$ cat src/rtl/mfm_consts.vh
`ifndef MFM_CONSTS_VH
`define MFM_CONSTS_VH
// Register offsets (byte addresses)
`define MFM_ADDR_CTRL      8'h00
`define MFM_ADDR_CFG       8'h04
`define MFM_ADDR_SUMMARY   8'h08
`define MFM_ADDR_DETAIL    8'h0c
`define MFM_ADDR_LIVE      8'h10
// Control register fields
`define MFM_CTRL_CLR_BIT   0
// Config register fields
`define MFM_CFG_OVEN_BIT   0
`define MFM_CFG_OVSEL_BIT  1
`define MFM_CFG_MODE_LSB   2
`define MFM_CFG_LVL_BIT    4
`define MFM_CFG_DEG_LSB    5
`define MFM_CFG_WREP_BIT   7
`define MFM_CFG_RESET      8'h00
// Response codes
`define MFM_RESP_LATCH     2'h0
`define MFM_RESP_RETRY     2'h1
`define MFM_RESP_REPORT    2'h2
`define MFM_RESP_OFF       2'h3
// Timing
`define MFM_CLK_MHZ        25
`define MFM_DEG_HW_NS      600
`define MFM_DEG_HW_CYC     ((`MFM_DEG_HW_NS*`MFM_CLK_MHZ+999)/1000)
`define MFM_RETRY_US       5000
`define MFM_RETRY_CYC      (`MFM_RETRY_US*`MFM_CLK_MHZ)
`define MFM_BKRETRY_US     5000
`define MFM_BKRETRY_CYC    (`MFM_BKRETRY_US*`MFM_CLK_MHZ)
`define MFM_RST_MAX_US     40
`define MFM_RST_MAX_CYC    (`MFM_RST_MAX_US*`MFM_CLK_MHZ)
`endif

$ cat src/rtl/mfm_fault_manager.v
// Added by the designer: the register offsets and the plain strobed port.
`timescale 1ns/1ps
`include "mfm_consts.vh"
module mfm_fault_manager #(
   parameter SERIAL_VARIANT = 1,
   parameter RETRY_CYC      = `MFM_RETRY_CYC,
   parameter BKRETRY_CYC    = `MFM_BKRETRY_CYC,
   parameter RST_MAX_CYC    = `MFM_RST_MAX_CYC
) (
   // Clock and reset
   input  wire       clk,
   input  wire       nrst,
   // Register port
   input  wire [7:0] addr,
   input  wire [7:0] wdata,
   input  wire       wr,
   input  wire       rd,
   output reg  [7:0] rdata,
   // Comparator indications
   input  wire       supply_uv,
   input  wire       ldo_uv,
   input  wire       buck_undervolt_flag,
   input  wire       pump_uv,
   input  wire       ov_20v,
   input  wire       ov_32v,
   input  wire       ov_34v,
   input  wire [5:0] oc_hi_lvl,
   input  wire [5:0] oc_lo_lvl,
   input  wire       buck_oc,
   input  wire       temp_warn,
   input  wire       temp_warn_hys,
   input  wire       temp_fet_sd,
   input  wire       sleep_control_pin,
   // Outputs
   output reg        bridge_en,
   output reg        pump_en,
   output reg        logic_en,
   output reg        buck_en,
   output reg        fault_out_pin_n
);
   // ----------------------------------------------------------------
   // Configuration and clear
   // ----------------------------------------------------------------
   reg  [7:0]  cfg_q;         // Configuration byte
   reg         supply_power_on_flag_q;        // supply_power_on_flag
   reg         bk_uv_q;       // buck_undervolt_flag
   reg         bk_oc_q;       // buck_overcurrent_flag
   reg         cp_uv_q;       // pump_undervolt_flag
   reg         ov_q;          // overvolt_flag
   reg         oc_q;          // overcurrent_flag
   reg         otw_q;         // thermal_warning_flag
   reg         ots_q;         // thermal_shutdown_flag
   reg  [5:0]  oc_sw_q;       // Per-switch overcurrent flags
   // Overcurrent response state
   reg         oc_hold_q;     // Latched shutdown
   reg         oc_retry_q;    // Retry wait
   reg         oc_rep_q;      // Report only
   reg  [31:0] retry_cnt_q;   // Retry countdown
   // Buck retry and warning pin state
   reg         bk_retry_q;
   reg  [31:0] bk_cnt_q;
   reg         otw_pin_q;
   // Sleep pin pulse detector
   reg         slp_q;         // Pin level one cycle ago
   reg  [15:0] slp_cnt_q;     // Low-phase length in cycles
   reg         pulse_clr_q;   // Valid reset pulse seen

   // ----------------------------------------------------------------
   // Configuration decode
   // ----------------------------------------------------------------
   // Pin variant has protection on, fixed response and fixed deglitch
   wire        ov_en   = SERIAL_VARIANT ? cfg_q[`MFM_CFG_OVEN_BIT] : 1'b1;
   wire [1:0]  mode    = SERIAL_VARIANT ?
                         cfg_q[`MFM_CFG_MODE_LSB+1:`MFM_CFG_MODE_LSB] :
                         `MFM_RESP_LATCH;
   wire        wrep    = cfg_q[`MFM_CFG_WREP_BIT];
   // Clear is a single write cycle; the sleep pulse is a second source
   wire        cmd_clr = wr && (addr == `MFM_ADDR_CTRL) &&
                         wdata[`MFM_CTRL_CLR_BIT];
   wire        clr     = cmd_clr | pulse_clr_q;
   wire        uvlo    = supply_uv | ldo_uv;
   // OV threshold selection
   wire        ov_raw  = SERIAL_VARIANT ?
                         (cfg_q[`MFM_CFG_OVSEL_BIT] ? ov_32v : ov_20v) :
                         ov_34v;
   wire        ov_act  = ov_en & ov_raw;
   // Level select per switch
   wire [5:0]  oc_in   = (SERIAL_VARIANT && cfg_q[`MFM_CFG_LVL_BIT]) ?
                         oc_hi_lvl : oc_lo_lvl;
   // Deglitch length in cycles
   // Fixed pin-variant limit must fit the four-bit counter below
   localparam integer DEG_HW_LIM = `MFM_DEG_HW_CYC - 1;
   wire [1:0]  deg_sel = cfg_q[`MFM_CFG_DEG_LSB+1:`MFM_CFG_DEG_LSB];
   wire [3:0]  deg_lim = SERIAL_VARIANT ? {2'h0, deg_sel} :
                         DEG_HW_LIM[3:0];
   wire [5:0]  oc_det;
   wire        oc_evt  = |oc_det && (mode != `MFM_RESP_OFF);
   wire        oc_live = |oc_in;

   // ----------------------------------------------------------------
   // Overcurrent deglitch per switch
   // ----------------------------------------------------------------
   genvar g;
   generate
      for (g = 0; g < 6; g = g + 1) begin : g_deg
         // Cycles spent above threshold, saturating
         reg [3:0] cnt_q;
         // Count while above threshold; event once count passes limit
         always @(posedge clk or negedge nrst) begin
            if (!nrst) begin
               cnt_q <= 4'h0;
            end else if (!oc_in[g] || uvlo) begin
               cnt_q <= 4'h0;
            end else if (cnt_q != 4'hf) begin
               cnt_q <= cnt_q + 4'h1;
            end
         end
         assign oc_det[g] = oc_in[g] && (cnt_q > deg_lim);
      end
   endgenerate

   // ----------------------------------------------------------------
   // Sleep pin reset pulse detection
   // ----------------------------------------------------------------
   // Low phase no longer than window counts as fault clear
   // A long low phase is a sleep request, not a clear; the counter
   // saturates so a very long low phase never wraps into a short one
   always @(posedge clk or negedge nrst) begin
      if (!nrst) begin
         slp_q       <= 1'b1;
         slp_cnt_q   <= 16'h0000;
         pulse_clr_q <= 1'b0;
      end else begin
         slp_q       <= sleep_control_pin;
         pulse_clr_q <= sleep_control_pin && !slp_q &&
                        (slp_cnt_q <= RST_MAX_CYC[15:0]);
         if (sleep_control_pin) begin
            slp_cnt_q <= 16'h0000;
         end else if (slp_cnt_q != 16'hffff) begin
            slp_cnt_q <= slp_cnt_q + 16'h0001;
         end
      end
   end

   // ----------------------------------------------------------------
   // Configuration register
   // ----------------------------------------------------------------
   // Whole byte written at once; unmapped writes fall through
   always @(posedge clk or negedge nrst) begin
      if (!nrst) begin
         cfg_q <= `MFM_CFG_RESET;
      end else if (wr && addr == `MFM_ADDR_CFG) begin
         cfg_q <= wdata;
      end
   end

   // ----------------------------------------------------------------
   // Sticky flags: a present cause wins over clear
   // ----------------------------------------------------------------
   always @(posedge clk or negedge nrst) begin
      if (!nrst) begin
         supply_power_on_flag_q  <= 1'b0;
         bk_uv_q <= 1'b0;
         cp_uv_q <= 1'b0;
         ov_q    <= 1'b0;
         oc_q    <= 1'b0;
         oc_sw_q <= 6'h00;
         otw_q   <= 1'b0;
         ots_q   <= 1'b0;
      end else begin
         // Power-on flag low after recovery until clear
         if (uvlo) begin
            supply_power_on_flag_q <= 1'b0;
         end else if (clr) begin
            supply_power_on_flag_q <= 1'b1;
         end
         // Buck undervoltage sticky
         if (buck_undervolt_flag) begin
            bk_uv_q <= 1'b1;
         end else if (clr) begin
            bk_uv_q <= 1'b0;
         end
         // Pump undervoltage sticky, always enabled
         if (pump_uv) begin
            cp_uv_q <= 1'b1;
         end else if (clr) begin
            cp_uv_q <= 1'b0;
         end
         // Overvoltage sticky, only while protection is enabled
         if (ov_act) begin
            ov_q <= 1'b1;
         end else if (clr) begin
            ov_q <= 1'b0;
         end
         // Overcurrent flags
         if (oc_evt) begin
            oc_q    <= 1'b1;
            oc_sw_q <= oc_sw_q | oc_det;
         end else if (clr && !oc_live) begin
            oc_q    <= 1'b0;
            oc_sw_q <= 6'h00;
         end
         // Warning clears only below trip point
         if (temp_warn) begin
            otw_q <= 1'b1;
         end else if (clr) begin
            otw_q <= 1'b0;
         end
         // Switch overtemperature sticky, cannot be disabled
         if (temp_fet_sd) begin
            ots_q <= 1'b1;
         end else if (clr) begin
            ots_q <= 1'b0;
         end
      end
   end

   // ----------------------------------------------------------------
   // Overcurrent response and retry timers
   // ----------------------------------------------------------------
   always @(posedge clk or negedge nrst) begin
      if (!nrst) begin
         oc_hold_q   <= 1'b0;
         oc_retry_q  <= 1'b0;
         oc_rep_q    <= 1'b0;
         retry_cnt_q <= 32'h0;
         bk_retry_q  <= 1'b0;
         bk_oc_q     <= 1'b0;
         bk_cnt_q    <= 32'h0;
         otw_pin_q   <= 1'b0;
      end else begin
         // Latched shutdown until cleared after recovery
         if (oc_evt && mode == `MFM_RESP_LATCH) begin
            oc_hold_q <= 1'b1;
         end else if (clr && !oc_live) begin
            oc_hold_q <= 1'b0;
         end
         // Report only
         if (oc_evt && mode == `MFM_RESP_REPORT) begin
            oc_rep_q <= 1'b1;
         end else if (clr && !oc_live) begin
            oc_rep_q <= 1'b0;
         end
         // Automatic retry
         // Countdown reloads while the event persists
         if (oc_evt && mode == `MFM_RESP_RETRY) begin
            oc_retry_q  <= 1'b1;
            retry_cnt_q <= RETRY_CYC;
         end else if (oc_retry_q) begin
            if (retry_cnt_q <= 32'h1) begin
               oc_retry_q <= 1'b0;
            end
            retry_cnt_q <= retry_cnt_q - 32'h1;
         end
         // Buck overcurrent retry; flag held for the interval
         // Buck overcurrent arrives already deglitched
         if (buck_oc && !bk_retry_q) begin
            bk_retry_q <= 1'b1;
            bk_oc_q    <= 1'b1;
            bk_cnt_q   <= BKRETRY_CYC;
         end else if (bk_retry_q) begin
            if (bk_cnt_q <= 32'h1) begin
               bk_retry_q <= 1'b0;
               bk_oc_q    <= 1'b0;
            end
            bk_cnt_q <= bk_cnt_q - 32'h1;
         end
         // Warning on pin until below hysteresis point
         if (wrep && temp_warn) begin
            otw_pin_q <= 1'b1;
         end else if (!wrep || !temp_warn_hys) begin
            otw_pin_q <= 1'b0;
         end
      end
   end

   // ----------------------------------------------------------------
   // Enables and fault pin
   // ----------------------------------------------------------------
   // Bridge stop causes held by the overcurrent response
   wire oc_stop  = oc_hold_q | oc_retry_q;
   wire bridge_d = !uvlo && !pump_uv && !ov_act && !oc_stop &&
                   !temp_fet_sd;
   // Live causes pull the fault pin low, except supply_uv alone
   wire fault_d  = buck_undervolt_flag     |
                   ldo_uv      |
                   pump_uv     |
                   ov_act      |
                   oc_stop     |
                   oc_rep_q    |
                   bk_retry_q  |
                   temp_fet_sd |
                   otw_pin_q;
   always @(posedge clk or negedge nrst) begin
      if (!nrst) begin
         bridge_en       <= 1'b0;
         pump_en         <= 1'b0;
         logic_en        <= 1'b0;
         buck_en         <= 1'b0;
         fault_out_pin_n <= 1'b1;
      end else begin
         // Bridge off for any stopping cause
         bridge_en       <= bridge_d;
         // Pump off on undervoltage lockout and switch overheat
         pump_en         <= !uvlo && !temp_fet_sd;
         // Controller off only on undervoltage lockout
         logic_en        <= !uvlo;
         // Buck off on its own faults, on overvoltage and on switch overheat, not on undervoltage lockout
         buck_en         <= !buck_undervolt_flag && !bk_retry_q && !ov_act &&
                            !temp_fet_sd;
         // Fault pin is active low
         fault_out_pin_n <= !fault_d;
      end
   end

   // ----------------------------------------------------------------
   // Read port
   // ----------------------------------------------------------------
   // Global fault: every latched cause except the warning
   wire gfault = bk_uv_q |
                 bk_oc_q |
                 cp_uv_q |
                 ov_q    |
                 oc_q    |
                 ots_q;
   reg  [7:0] rd_d;
   // Summary: fault, power-on, thermal, buck, overvoltage, overcurrent,
   //          pump undervoltage, spare
   // Detail:  buck overcurrent, buck undervoltage, warning, shutdown
   // Live:    per-switch overcurrent flags
   // Register select
   always @* begin
      case (addr)
         `MFM_ADDR_CFG:     rd_d = cfg_q;
         `MFM_ADDR_SUMMARY: rd_d = {gfault,            // Bit 7
                                    supply_power_on_flag_q,            // Bit 6
                                    otw_q | ots_q,     // Bit 5
                                    bk_uv_q | bk_oc_q, // Bit 4
                                    ov_q,              // Bit 3
                                    oc_q,              // Bit 2
                                    cp_uv_q,           // Bit 1
                                    1'b0};             // Bit 0 spare
         `MFM_ADDR_DETAIL:  rd_d = {bk_oc_q, bk_uv_q, otw_q, ots_q,
                                    4'h0};
         `MFM_ADDR_LIVE:    rd_d = {2'h0, oc_sw_q};
         default:           rd_d = 8'h00;
      endcase
   end
   // Read data stand only in the cycle after the read strobe
   always @(posedge clk or negedge nrst) begin
      if (!nrst) begin
         rdata <= 8'h00;
      end else begin
         rdata <= rd ? rd_d : 8'h00;
      end
   end
endmodule // mfm_fault_manager

$ cat config.mk
export PLATFORM = sky130hd
export DESIGN_NAME = mfm_fault_manager
export DESIGN_NICKNAME = d
export VERILOG_FILES = /design/src/rtl/mfm_fault_manager.v
export VERILOG_INCLUDE_DIRS = /design/src /design/src/rtl
export SDC_FILE = /design/constraint.sdc
export NUM_CORES = 1
export LEC_CHECK = 0
export ABC_AREA = 1
export BUFFER_PORTS_ARGS = -buffer_cell sky130_fd_sc_hd__buf_4
export CAP_MARGIN = 20
export CORE_MARGIN = 3
export CORE_UTILIZATION = 23
export CTS_BUF_LIST = sky130_fd_sc_hd__clkbuf_8
export CTS_CLUSTER_DIAMETER = 80
export DETAILED_ROUTE_END_ITERATION = 10
export RECOVER_POWER = 25
export SETUP_SLACK_MARGIN = 0.1
export SYNTH_ARGS = -nofsm -noshare
export SYNTH_HDL_FRONTEND = slang
export SYNTH_SLANG_ARGS = --single-unit
$ cat constraint.sdc
create_clock -name clk -period 1.9 [get_ports clk]
set_input_delay 0.19 -clock clk [delete_from_list [all_inputs] [get_ports clk]]
set_output_delay 0.19 -clock clk [all_outputs]
set_load 0.1 [all_outputs]
Word-level counts from Yosys, hierarchy flattened
Index checks and enable logic that the tools add are counted.

Register bits after elaboration: 146. Bits in latches: 0. Bits in writable memories: 0. ROM bits: 0. Bits of input ports: 44. Word-level logic and storage cells: 207. Memories kept: 0.

Add/subtract/negate cells: 9. Multipliers: 0. Divide/modulo/power cells: 0. $lt $le $gt $ge: 9. Eq/ne operators: 14. Shifts and indexed selects: 0. Multiplexer cells: 47. Bitwise gates (word level): 19. Reduce and logical (&&, ||, !) cells: 77.

Operators by type and width (number): $mux W32 (4); $le A32 B1 Y1 const B (2); $sub A32 B1 Y32 const B (2); $mux W4 (12); $reduce_bool A2 Y1 (20); $logic_and A32 B1 Y1 const A (1); $mux W16 (2); $pmux W8 S4 (1); $logic_and A1 B1 Y1 (26); $add A4 B1 Y4 const B (6); $gt A4 B2 Y1 (6); $mux W1 (24); $ne A4 B4 Y1 const B (6); $logic_not A1 Y1 (18); $mux W6 (3); $or A1 B1 Y1 (17); $add A16 B1 Y16 const B (1); $eq A8 B4 Y1 const B (2); $le A16 B10 Y1 const B (1); $ne A16 B16 Y1 const B (1); $reduce_or A6 Y1 (2); $eq A8 B3 Y1 const B (1); $eq A8 B5 Y1 const B (1); $logic_not A8 Y1 (1); 9 further kinds (15).

Logic depth before layout (Yosys ltp)
Depth after elaboration: 9. Mapped depth: 13. Depth with buffers taken out: 12.

Least setup slack after synthesis
No wires, ideal clock.

Path kind: reg-to-reg. Start: register cfg_q[6]. End: register retry_cnt_q[22]. Library setup time: 69 ps. Data arrival time: 1611 ps. Data required time: 1831 ps. Path slack: 220 ps. Cell stages (with the launch flop): 13. Period minus slack after synthesis: 1680 ps. Cell sequence: dfrtp_1 -> inv_1 -> ha_1 -> a21oi_1 -> nand2_1 -> nand3_1 -> nand2_1 -> inv_1 -> nand2_4 -> nand2_8 -> inv_6 -> buf_12 -> nor2_4.

Cells in the longest elaborated chain, start to end: 6.

Ends and longest elaborated chain: start: declaration (line mfm_fault_manager.v:44) `reg [7:0] cfg_q;`; start signal: assignment (line mfm_fault_manager.v:151) `` cfg_q <= `MFM_CFG_RESET; ``; start signal: assignment (line mfm_fault_manager.v:153) `cfg_q <= wdata;`; $gt A4 B2 Y1 (line mfm_fault_manager.v:118) `assign oc_det[g] = oc_in[g] && (cnt_q > deg_lim);`; $logic_and A1 B1 Y1 (line mfm_fault_manager.v:118); $reduce_or A6 Y1 (*) (line mfm_fault_manager.v:97) `` wire oc_evt = |oc_det && (mode != `MFM_RESP_OFF); ``; $logic_and A1 B1 Y1 (*) (line mfm_fault_manager.v:97); $logic_and A1 B1 Y1 (no source line) (*); $mux W32 or $reduce_bool A2 Y1 (tied branches); end signal: assignment (line mfm_fault_manager.v:253) `retry_cnt_q <= retry_cnt_q - 32'h1;`; end: declaration (line mfm_fault_manager.v:58) `reg [31:0] retry_cnt_q;`.

Every way passes the cells marked *; elsewhere a longest branch is shown, timed or not. A chain may end at the register's enable or synchronous reset.

Worst setup path in the final report
Start: register cfg_q[6]. End: register retry_cnt_q[11].

The elaborated chain is that of the path after synthesis.

==> metrics.yaml <==
layout:
  fin_nets: 1246
  fin_util: 0.293
  instances_no_fill: 1646
  final_cell_mix: "nand2_1 (212), nor2_1 (160), inv_1 (149)"
  final_common_cell: "nand2_1"
  n_antenna_cell: 0
  drive_above_1_share: 0.179
  area_growth_pct: 25.2
routing:
  drtIter0Drc: 399
  post_drt_via_cell_ratio: 4.36
  ant_nets: 0
  routed_wl_mm: 20.8
  drt-wirelength-per-cell_um: 12.6
  first_pass_iters: 5
  num_vias: 7170
  drc: 0
synthesis:
  synth-seq-cells: 146
  synth_area_per_cell_um2: 7.72
  ys_seq_area_frac: 0.451
  synth_area_um2: 8100
  ys_warn_count: 0
  syn-num-nets: 1117
  synth_ff_type: "dfrtp_1"
  ys_types: 46
  synth-edff-count: 0
  async_flop_share: 1.00
  syn_inst: 1049
setup_path:
  worst-path-max-fanout: 5
  endpoint_kind: "flip-flop"
  crit_required_ps: 2250
  reg2reg_depth: 12
  worstPathArrival_ps: 2140
  crit_type: "reg2reg"
  start_kind: "flip-flop"
floorplanning:
  io_pins: 57
  dieArea_um2: 37500
  rows: 68
  initial_utilization: 0.234
  die_height_um: 194
  die_width_um: 194
  coreArea_um2: 34600
global_routing:
  grt.total_usage: 0.114
  grt_pass1_wl_mm: 34.7
  antenna_found_initial: 0
  first_global_vias: 6999
  grt_max_degree: 46
  overflow: 0
clock_tree:
  path_clk_slew_ps: 90
  cts_root_buf: "clkbuf_8"
  cts_tree: "done"
  clock-sinks: 146
  insertion_delay_ps: 460
  clk_path_buf_depth: 2
  htreeDepth: 4
  cts_buffers: 17
run_status:
  status: "completed"
sta:
  setup_viol: 0
  min_period_ps: 1790
  timing.hold.ws_ps: 41.0
  fin_tns_setup_ps: 0
  final.setup_skew_ps: 10.7
  clock.fmax_ghz: 0.559
  relSlewSlack: 0.438
  worstMarginPinSlew_ps: 843
  period_share: 0.942
  finalHoldViolations: 0
  rsz0062_at_grt: "yes"
  finalMaxSlewViolations: 0
placed_design:
  gp_congestion: 0.826
  place_inst: 1585
  numPortBuffers: 55
  dp_hpwl_mm: 15.7
pwr:
  peakVddDrop_v: 0.000480
  powerDensity_nw_per_um2: 719
  leakage_uw: 0.00468
  total_power_uw: 7290
worst_hold_path:
  hold_class: "in2reg"
  holdPathStages: 3
job:
  drv_cap: 0
==> cell type report <==
cell class	instances	area (µm²)
Timing Repair Buffer	117	922
Inverter	152	587
Clock buffer	19	262
Sequential cell	146	3660
Timing Repair inverter	1	11.3
Clock inverter	13	120
Fill cell	3707	24500
Tap cell	455	569
Multi-Input combinational cell	743	4010
==> metal layers <==
layer	up-vias	part of all wire	track usage
met5	-	0	0
met4	0	0.016	0.0356
met3	26	0.031	0.0233
met2	123	0.49	0.194
met1	3404	0.46	0.145
li1	3617	-	-
==> cell usage after synthesis (4+ instances only) <==
| cell | n | area, µm² |
|---|---|---|
| nand2_1 | 214 | 803 |
| nor2_1 | 172 | 646 |
| inv_1 | 149 | 559 |
| dfrtp_1 | 144 | 3600 |
| nand3_1 | 84 | 420 |
| o21ai_0 | 51 | 255 |
| a21oi_1 | 33 | 165 |
| nor3_1 | 31 | 155 |
| ha_1 | 24 | 300 |
| xor2_1 | 23 | 201 |
| nand4_1 | 13 | 81.3 |
| nor2_4 | 10 | 113 |
| or2_2 | 9 | 56.3 |
| nand2_2 | 8 | 50.1 |
| xnor2_1 | 8 | 70.1 |
| nor2_2 | 7 | 43.8 |
| a21boi_0 | 6 | 45.0 |
| o21ai_1 | 5 | 25.0 |
| o21bai_1 | 5 | 37.5 |
| nand3_2 | 4 | 40.0 |
| nand3b_1 | 4 | 30.0 |
| nor4_1 | 4 | 25.0 |
==> repair_timing <==
item	CTS	global route
pin swaps	3	10
gates cloned	1	0
setup endpoints to repair	37	55
resized for setup	17	33
buffers inserted	5	8
endpoints found under the hold margin	155	0
hold buffers	15	0
==> report_power, final <==
part | internal [µW] | total, µW | switching [µW]
Sequential | 3390 | 3670 | 286
Clock | 1210 | 2420 | 1210
Combinational | 481 | 1200 | 718
Total | 5080 | 7290 | 2210
==> through the flow <==
stage / cell area (µm²) / worst slack [ps]
after floorplan: 8100 / 220
after global placement: 9320 / 52.0
after detailed placement: 9320 / -19.0
after CTS: 9970 / 92.3
after global routing: 10100 / -0.809
final: 10100 / 110
==> state kept, by name, summed over array words and instances (netlist names), 6 cells and up <==
signal	flops
retry_cnt_q	32
bk_cnt_q	32
slp_cnt_q	16
cfg_q	8
rdata	8
oc_sw_q	6
g_deg.cnt_q	24
==> cell families after synthesis <==
logic type	Yosys count	share of synthesized area
and+or+nand+nor	569	0.317
buffers and inverters	160	0.0786
DFF	146	0.451
AOI/OAI and AO/OA	118	0.0814
xor gates and xnor gates	31	0.0335
adders and majority gates	24	0.0371
muxes	1	0.00139
==> path summary, 6_finish.rpt <==
kind                              endpoint  startpoint  slack [ps]
max                        retry_cnt_q[11]    cfg_q[6]         110
min                               cfg_q[3]    wdata[3]          40
max reg2reg                retry_cnt_q[11]    cfg_q[6]         110
min reg2reg                      oc_hold_q   oc_hold_q         490
max in group asynchronous         cfg_q[5]        nrst         310
min in group asynchronous  retry_cnt_q[21]        nrst         360
==> critical path: stages, from the launching register on <==
cell and delay (ps):
dfrtp_1 380, inv_2 80, buf_8 140, ha_4 210, nand2_1 70, nand3b_1 100, nand3_2 100, nand2_2 60
nor2_4 90, nand2_4 90, nand2_8 140, buf_4 140, nand3_1 60
(Power assumes the default switching activity.)
